==> src/rtl/aal_pkg.sv <==
// Constants shared by the alarm and alert logic.
package aal_pkg;

  // Avalon-MM slave geometry; the address is a byte address.
  localparam int AAL_ADDR_W = 10;
  localparam int AAL_DATA_W = 32;
  localparam int AAL_BE_W = 4;

  // Flag word geometry and width of each safety word summarised.
  localparam int AAL_FLAG_W = 16;
  localparam int AAL_SAFETY_W = 8;

  // Register indexes; the byte address is four times the index.
  localparam logic [7:0] AAL_IDX_LATCHED = 8'h62;
  localparam logic [7:0] AAL_IDX_RAW = 8'h64;
  localparam logic [7:0] AAL_IDX_MASK = 8'h66;
  localparam logic [AAL_ADDR_W-1:0] AAL_ADDR_LATCHED = {AAL_IDX_LATCHED, 2'h0};
  localparam logic [AAL_ADDR_W-1:0] AAL_ADDR_RAW = {AAL_IDX_RAW, 2'h0};
  localparam logic [AAL_ADDR_W-1:0] AAL_ADDR_MASK = {AAL_IDX_MASK, 2'h0};

  // Bit positions inside the three flag words.
  localparam int AAL_BIT_FAULT_A = 0;
  localparam int AAL_BIT_FAULT_B = 1;
  localparam int AAL_BIT_WARN_A = 2;
  localparam int AAL_BIT_WARN_B = 3;
  localparam int AAL_BIT_CHG_OFF = 4;
  localparam int AAL_BIT_DSG_OFF = 5;
  localparam int AAL_BIT_LOW_V = 6;
  localparam int AAL_BIT_BALANCE = 7;
  localparam int AAL_BIT_FULL_SCAN = 8;
  localparam int AAL_BIT_SINGLE_SCAN = 9;
  localparam int AAL_BIT_WAKE = 10;
  localparam int AAL_BIT_SLEEP = 11;
  localparam int AAL_BIT_TIMER = 12;
  localparam int AAL_BIT_INIT = 13;
  localparam int AAL_BIT_CHARGER = 14;

  // Implemented bits, stored default mask and reset values.
  localparam logic [AAL_FLAG_W-1:0] AAL_FLAG_USED = 16'h7FFF;
  localparam logic [AAL_FLAG_W-1:0] AAL_MASK_DEFAULT = 16'h0000;
  localparam logic [AAL_FLAG_W-1:0] AAL_FLAGS_RESET = 16'h0000;
  localparam logic [AAL_DATA_W-1:0] AAL_DATA_ZERO = 32'h00000000;

  // Charger detector debounce time and its length in clock cycles.
  localparam int AAL_CLK_HZ = 25000000;
  localparam int AAL_DEBOUNCE_US = 100;
  localparam int AAL_DEBOUNCE_CYC = (AAL_CLK_HZ / 1000000) * AAL_DEBOUNCE_US;
  localparam int AAL_DEB_W = 12;

endpackage

==> src/rtl/aal_alarm_alert.sv <==
// Alarm aggregation with mask, sticky flags and open-drain alert output.
//
// Functional notes
// - Alert pin driven low while the alarm is active, released otherwise.
// - Alarm is the OR of all latched event flags.
// - Mask word bit decides whether each raw flag, or for the charger its changed flag, may raise the alarm.
// - Raw flags word reads current unlatched sources, ignoring the mask.
// - Four summary flags show any bit set in the four safety words.
// - Charge-switch-off flag high while the charge driver is off.
// - Discharge-switch-off flag high while the discharge driver is off.
// - Low-voltage flag high when stack or any cell is below shutdown.
// - Balancing flag high while cell balancing runs.
// - Full-scan flag pulses when a complete measurement loop finishes.
// - Single-scan flag pulses when one voltage and current scan finishes.
// - Wake flag set when the device is woken from sleep.
// - Sleep flag pulses on entry to sleep.
// - Timer flag pulses when the programmable timer expires.
// - Init flag pulses when the startup measurement sequence finishes.
// - Charger raw flag follows the undebounced charger detector.
// - Charger changed flag latches when debounced level leaves last state.
// - Masked-in raw flag other than charger sets its latched bit, which stays set until a one is written to it.
// - Mask loads its stored default at reset and is host writable.
`timescale 1ns/1ps
module aal_alarm_alert (
  // Clock and reset
  input wire logic i_clk,
  input wire logic i_reset,
  // Avalon-MM register slave
  input wire logic [aal_pkg::AAL_ADDR_W-1:0] i_avs_address,
  input wire logic i_avs_read,
  input wire logic i_avs_write,
  input wire logic [aal_pkg::AAL_DATA_W-1:0] i_avs_writedata,
  input wire logic [aal_pkg::AAL_BE_W-1:0] i_avs_byteenable,
  output logic [aal_pkg::AAL_DATA_W-1:0] o_avs_readdata,
  output logic o_avs_waitrequest,
  // Safety words to summarise
  input wire logic [aal_pkg::AAL_SAFETY_W-1:0] i_safety_status_a,
  input wire logic [aal_pkg::AAL_SAFETY_W-1:0] i_safety_status_b,
  input wire logic [aal_pkg::AAL_SAFETY_W-1:0] i_safety_alert_a,
  input wire logic [aal_pkg::AAL_SAFETY_W-1:0] i_safety_alert_b,
  // Condition levels
  input wire logic i_charge_driver_on,
  input wire logic i_discharge_driver_on,
  input wire logic i_stack_below_shutdown,
  input wire logic i_cell_below_shutdown,
  input wire logic i_balancing_active,
  // Event pulses
  input wire logic i_full_scan_done,
  input wire logic i_single_scan_done,
  input wire logic i_wake_event,
  input wire logic i_sleep_entry,
  input wire logic i_timer_expired,
  input wire logic i_init_complete,
  // Charger detector comparator, asynchronous
  input wire logic i_charger_detect_pin,
  // Open-drain alert pin
  output logic o_alert_out,
  output logic o_alert_oe
);
  import aal_pkg::*;

  logic [AAL_FLAG_W-1:0] latched_event_flags;
  logic [AAL_FLAG_W-1:0] instantaneous_event_flags;
  logic [AAL_FLAG_W-1:0] event_mask;
  logic [AAL_FLAG_W-1:0] set_bits;
  logic [AAL_FLAG_W-1:0] clear_bits;
  logic [AAL_FLAG_W-1:0] next_latched;
  logic [AAL_FLAG_W-1:0] lane_mask;
  logic [AAL_FLAG_W-1:0] next_mask;
  logic [AAL_DATA_W-1:0] next_readdata;
  logic charger_detect_raw;
  logic charger_detect_level;
  logic charger_detect_prev;
  logic charger_detect_changed;
  logic req_take;
  logic wr_latched;
  logic wr_mask;

  // Comparator output enters the clock domain, then is debounced.
  aal_sync u_charger_sync (
    .i_clk(i_clk),
    .i_reset(i_reset),
    .i_pin(i_charger_detect_pin),
    .o_level(charger_detect_raw)
  );

  aal_debounce u_charger_debounce (
    .i_clk(i_clk),
    .i_reset(i_reset),
    .i_level(charger_detect_raw),
    .o_level(charger_detect_level)
  );

  // Instantaneous flags, independent of the mask.
  always_comb begin
    instantaneous_event_flags = AAL_FLAGS_RESET;
    instantaneous_event_flags[AAL_BIT_FAULT_A] = |i_safety_status_a;
    instantaneous_event_flags[AAL_BIT_FAULT_B] = |i_safety_status_b;
    instantaneous_event_flags[AAL_BIT_WARN_A] = |i_safety_alert_a;
    instantaneous_event_flags[AAL_BIT_WARN_B] = |i_safety_alert_b;
    instantaneous_event_flags[AAL_BIT_CHG_OFF] = !i_charge_driver_on;
    instantaneous_event_flags[AAL_BIT_DSG_OFF] = !i_discharge_driver_on;
    instantaneous_event_flags[AAL_BIT_LOW_V] =
      i_stack_below_shutdown | i_cell_below_shutdown;
    instantaneous_event_flags[AAL_BIT_BALANCE] = i_balancing_active;
    instantaneous_event_flags[AAL_BIT_FULL_SCAN] = i_full_scan_done;
    instantaneous_event_flags[AAL_BIT_SINGLE_SCAN] = i_single_scan_done;
    instantaneous_event_flags[AAL_BIT_WAKE] = i_wake_event;
    instantaneous_event_flags[AAL_BIT_SLEEP] = i_sleep_entry;
    instantaneous_event_flags[AAL_BIT_TIMER] = i_timer_expired;
    instantaneous_event_flags[AAL_BIT_INIT] = i_init_complete;
    instantaneous_event_flags[AAL_BIT_CHARGER] = charger_detect_raw;
  end

  // The latched charger bit records a change of the debounced level
  // against the level seen last, not the raw level itself.
  assign charger_detect_changed =
    charger_detect_level != charger_detect_prev;

  always_ff @(posedge i_clk) begin
    if (i_reset) begin
      charger_detect_prev <= 1'b0;
    end else begin
      charger_detect_prev <= charger_detect_level;
    end
  end

  // Bus decode; a request is taken once, in the cycle before the answer.
  assign req_take = (i_avs_read | i_avs_write) & o_avs_waitrequest;
  assign wr_latched = req_take & i_avs_write &
    (i_avs_address == AAL_ADDR_LATCHED);
  assign wr_mask = req_take & i_avs_write &
    (i_avs_address == AAL_ADDR_MASK);
  assign lane_mask = {{8{i_avs_byteenable[1]}}, {8{i_avs_byteenable[0]}}};

  // Sources that may set a latched bit, gated by the mask.
  always_comb begin
    set_bits = instantaneous_event_flags;
    set_bits[AAL_BIT_CHARGER] = charger_detect_changed;
    set_bits = set_bits & event_mask & AAL_FLAG_USED;
  end

  assign clear_bits = wr_latched ?
    (i_avs_writedata[AAL_FLAG_W-1:0] & lane_mask) : AAL_FLAGS_RESET;

  // Set is applied after the clear so that a colliding event survives.
  assign next_latched =
    ((latched_event_flags & ~clear_bits) | set_bits) & AAL_FLAG_USED;

  always_ff @(posedge i_clk) begin
    if (i_reset) begin
      latched_event_flags <= AAL_FLAGS_RESET;
    end else begin
      latched_event_flags <= next_latched;
    end
  end

  assign next_mask = ((event_mask & ~lane_mask) |
    (i_avs_writedata[AAL_FLAG_W-1:0] & lane_mask)) & AAL_FLAG_USED;

  always_ff @(posedge i_clk) begin
    if (i_reset) begin
      event_mask <= AAL_MASK_DEFAULT;
    end else if (wr_mask) begin
      event_mask <= next_mask;
    end
  end

  // The pin enable is computed from the next flag word so that it stays
  // in step with the latched word, with no extra cycle of lag.
  always_ff @(posedge i_clk) begin
    if (i_reset) begin
      o_alert_oe <= 1'b0;
      o_alert_out <= 1'b0;
    end else begin
      o_alert_oe <= |next_latched;
      o_alert_out <= 1'b0;
    end
  end

  // Read multiplexer; unmapped addresses read as zero.
  always_comb begin
    next_readdata = AAL_DATA_ZERO;
    case (i_avs_address)
      AAL_ADDR_LATCHED: begin
        next_readdata[AAL_FLAG_W-1:0] = latched_event_flags;
      end
      AAL_ADDR_RAW: begin
        next_readdata[AAL_FLAG_W-1:0] = instantaneous_event_flags;
      end
      AAL_ADDR_MASK: begin
        next_readdata[AAL_FLAG_W-1:0] = event_mask;
      end
      default: begin
        next_readdata = AAL_DATA_ZERO;
      end
    endcase
  end

  // Every access gets exactly one wait cycle, then one answer cycle.
  always_ff @(posedge i_clk) begin
    if (i_reset) begin
      o_avs_waitrequest <= 1'b1;
      o_avs_readdata <= AAL_DATA_ZERO;
    end else if (req_take) begin
      o_avs_waitrequest <= 1'b0;
      o_avs_readdata <= i_avs_read ? next_readdata : AAL_DATA_ZERO;
    end else begin
      o_avs_waitrequest <= 1'b1;
    end
  end
endmodule

==> src/rtl/aal_debounce.sv <==
// Debouncer that passes a level once it has held for the debounce time.
`timescale 1ns/1ps
module aal_debounce (
  // Clock and reset
  input wire logic i_clk,
  input wire logic i_reset,
  // Synchronised level in, debounced level out
  input wire logic i_level,
  output logic o_level
);
  import aal_pkg::*;

  localparam logic [AAL_DEB_W-1:0] DEB_LAST =
    AAL_DEB_W'(AAL_DEBOUNCE_CYC - 1);

  logic [AAL_DEB_W-1:0] hold_count;

  // Any return to the present level restarts the hold time.
  always_ff @(posedge i_clk) begin
    if (i_reset) begin
      hold_count <= '0;
      o_level <= 1'b0;
    end else if (i_level == o_level) begin
      hold_count <= '0;
    end else if (hold_count == DEB_LAST) begin
      hold_count <= '0;
      o_level <= i_level;
    end else begin
      hold_count <= hold_count + 1'b1;
    end
  end

endmodule

==> src/rtl/aal_sync.sv <==
// Three-stage pin synchroniser that accepts a change once two stages agree.
`timescale 1ns/1ps
module aal_sync (
  // Clock and reset
  input wire logic i_clk,
  input wire logic i_reset,
  // Asynchronous level in, clean level out
  input wire logic i_pin,
  output logic o_level
);
  import aal_pkg::*;

  logic stage1;
  logic stage2;
  logic stage3;

  always_ff @(posedge i_clk) begin
    if (i_reset) begin
      stage1 <= 1'b0;
      stage2 <= 1'b0;
      stage3 <= 1'b0;
    end else begin
      stage1 <= i_pin;
      stage2 <= stage1;
      stage3 <= stage2;
    end
  end

  always_ff @(posedge i_clk) begin
    if (i_reset) begin
      o_level <= 1'b0;
    end else if (stage2 == stage3) begin
      o_level <= stage3;
    end
  end

endmodule

==> config.mk <==
export PLATFORM = sky130hd
export DESIGN_NAME = aal_alarm_alert
export DESIGN_NICKNAME = d
export VERILOG_FILES = /design/src/rtl/aal_pkg.sv /design/src/rtl/aal_alarm_alert.sv /design/src/rtl/aal_debounce.sv /design/src/rtl/aal_sync.sv
export SDC_FILE = /design/constraint.sdc
export NUM_CORES = 1
export LEC_CHECK = 0
export BUFFER_PORTS_ARGS = -buffer_cell sky130_fd_sc_hd__buf_2
export CAP_MARGIN = 25
export CORE_ASPECT_RATIO = 1.1
export CORE_UTILIZATION = 40
export CTS_BUF_LIST = sky130_fd_sc_hd__clkbuf_4 sky130_fd_sc_hd__clkbuf_8
export CTS_CLUSTER_DIAMETER = 150
export DETAILED_ROUTE_END_ITERATION = 7
export PLACE_DENSITY = 0.65
export SLEW_MARGIN = 20
export SYNTH_ARGS = -nofsm -noshare
export SYNTH_HDL_FRONTEND = slang
export SYNTH_HIERARCHICAL = 1
export SYNTH_SLANG_ARGS = --single-unit
export TNS_END_PERCENT = 100
==> constraint.sdc <==
create_clock -name i_clk -period 2.7 [get_ports i_clk]
set_clock_uncertainty 0.05 [all_clocks]
set_input_delay 0.81 -clock i_clk [delete_from_list [all_inputs] [get_ports i_clk]]
set_output_delay 0.81 -clock i_clk [all_outputs]
set_load 0.005 [all_outputs]
==> impl_metrics.py <==
metrics = {
    "finish": {
        "final_util_pct": 51.4,
        "drive_gt1_share_pct": 28.9,
        "antenna_cells": 0,
        "nNetsFinal": 544,
        "final_common_cell": "buf_2",
        "n_fill_cell": 776,
        "area_growth_syn_to_layout_pct": 22.0,
        "multi_input_area_mm2": 0.00170,
        "final_cell_area_mm2": 0.00391,
        "regArea_mm2": 0.00130,
        "final_cell_mix": "91 x buf_2, 65 x dfxtp_1, 45 x nor2_1",
    },
    "timing": {
        "rsz0062_at_grt": "false",
        "setup_viol": 0,
        "fmax_mhz": 443,
        "fin_crit_sh_pct": 83.6,
        "drv_slew": 0,
        "hold_slack_ns": 0.388,
        "min_period_ns": 2.26,
        "fin_setup_tns_ns": 0,
        "finalHoldViolCount": 0,
    },
    "yosys": {
        "synth_edf_count": 0,
        "synth.cell_area_mm2": 0.00320,
        "seq_area_frac_synth_pct": 40.7,
        "ys.flop_type": "dfxtp_1",
        "synthDistinctLibCells": 50,
        "ys_ff_latch": 65,
        "syn_area_per_cell_um2": 9.07,
        "yosys_warnings": 6,
        "async_flop_share_pct": 0,
        "synthCells": 353,
    },
    "drt": {
        "final_antenna_net_count": 0,
        "drt_iter0_drc": 118,
        "vias": 2824,
        "viasPerCell": 5.05,
        "drt-wirelength-per-cell_um": 13.9,
        "drc": 0,
        "drt_pass1_iterations": 4,
        "routed_wl_um": 7770,
    },
    "global_routing": {
        "antenna_found_initial": 0,
        "grt_max_degree": 32,
        "grt_pass1_vias": 2602,
        "grt_pass1_wl_um": 12200,
        "grt-ovfl-total": 0,
        "grt_usage_pct": 19.4,
    },
    "clock_network": {
        "clock_path_buffers": 2,
        "cts-root-buf": "clkbuf_8",
        "post_cts_buffers": 0,
        "htree_levels": 3,
        "cts_hold_buffers": 0,
        "clk_latency_ns": 0.34,
        "cts-resized-gates": 0,
        "cts_tree": "done",
        "clock_sinks": 65,
        "cts_buffers": 9,
        "cts.clk_slew.worst_paths_ns": 0.07,
    },
    "worst_setup_path": {
        "cp_cell_sequence": "buf_2, nor4b_4, buf_4, and3_1, and3_1, buf_4, mux2i_1, nor2_1",
        "crit_family": "simple AND/OR/NAND/NOR gates",
        "critPathKind": "input port to register",
        "critPathBufInv": 3,
        "cp-start-kind": "input port",
        "reg2reg_slack_ns": 0.78,
        "r2r-start": "o_avs_waitrequest",
        "crit_slowest_cell": "nor4b_4",
        "required_ns": 2.86,
        "cp.arrival_ns": 2.42,
        "timing.rr.end": "o_alert_oe",
        "cpPeakStageDelay_ns": 0.37,
        "ff2ff_path_depth": 5,
        "endpoint_kind": "register",
        "path_depth": 8,
        "cp_max_fo": 8,
    },
    "run": {
        "maxCapViolCount": 0,
    },
    "outcome": {
        "status": "finished clean",
    },
    "placement": {
        "place_hpwl_um": 5600,
        "io_buffer_count": 91,
        "place_area_mm2": 0.00371,
        "place.gp.congestion": 0.778,
    },
    "power": {
        "p_leak_nw": 1.66,
        "ir_drop_mv": 0.251,
        "power_density_mw_per_mm2": 488,
    },
    "floorplanning": {
        "rows": 33,
        "start_util_pct": 42.1,
        "ioPinCount": 129,
        "core_mm2": 0.00760,
        "dieHeight_um": 95.8,
        "die_area_mm2": 0.00836,
        "die_w_um": 87.3,
    },
    "min_path": {
        "worstHoldEndpoint": "u_charger_debounce/hold_count[0]",
        "hold_depth": 1,
        "hold_start": "u_charger_debounce/hold_count[0]",
        "min_path_type": "register to register",
    },
}
## through the flow
| stage | setup WS [ns] | total power, mW | std cells |
|---|---|---|---|
| finish | 0.443 | 1.91 | 559 |
| detailed placement | 0.0861 | 1.12 | 543 |
| global route | 0.336 | 1.99 | 559 |
| global placement | 0.0834 | 1.12 | 543 |
| floorplan | 0.323 | 1.06 | 370 |
| CTS | 0.441 | 1.93 | 559 |
## metal layers
layer / part of all wire, % / vias to the layer above / global-route usage, %
met1: 46 / 1303 / 24.7
li1: - / 1425 / -
met5: 0 / - / 0
met4: 1.3 / 0 / 7.79
met3: 5.4 / 7 / 4.20
met2: 47 / 89 / 31.7
## synth_stat cells (all sizes together) (3+ instances only)
library cell	n	area, um2
nand4	8	65.1
nor4b	4	71.3
nor2	46	175
clkbuf	8	30.0
a22o	5	43.8
buf	28	204
xor2	10	87.6
and2	5	31.3
inv	8	30.0
o211a	3	37.5
nand2b	3	18.8
mux2i	24	240
nand3	7	35.0
a21oi	14	70.1
and3	8	50.1
nor4	10	68.8
a221o	4	40.0
nor2b	16	100
nand2	21	78.8
a221oi	3	26.3
a22oi	13	97.6
dfxtp	65	1300
o21ai	13	65.1
o2bb2ai	8	70.1
## cell type report
class                   count  area share (%)
clock buffers              10            3.36
multi-input cells         261            43.5
flip-flops and latches     65            33.3
clock inverters             6            1.51
inverters                   8           0.769
well taps                 105            3.36
repair buffers            104            14.2
## how the worst max path moves through the flow
stage | start | endpoint | slack [ns]
2_1_floorplan | i_avs_address[9] | o_alert_oe | 0.32
6_report | i_avs_address[9] | register | 0.44
5_1_grt | i_avs_address[9] | register | 0.34
4_1_cts | i_avs_address[5] | register | 0.44
3_5_place_dp | i_avs_address[9] | o_alert_oe | 0.09
3_3_place_gp | i_avs_address[9] | register | 0.08
## report_power, final
part,total [mW],internal [mW],switching [mW]
Sequential,0.964,0.961,0.00237
Combinational,0.135,0.0602,0.0751
Clock,0.806,0.432,0.374
## cell families (layout without fill, tap and decap cells)
kind of cell,Yosys count,after routing,synth area share (%)
DFF,65,65,40.7
and+or+nand+nor,137,137,24.1
xor gates and xnor gates,12,12,3.28
muxes,24,24,7.51
other,1,18,0.117
AOI/OAI and AO/OA,69,69,15.7
buffers and inverters,44,128,8.25
adders and majority gates,1,1,0.391
(Power assumes the default switching activity.)
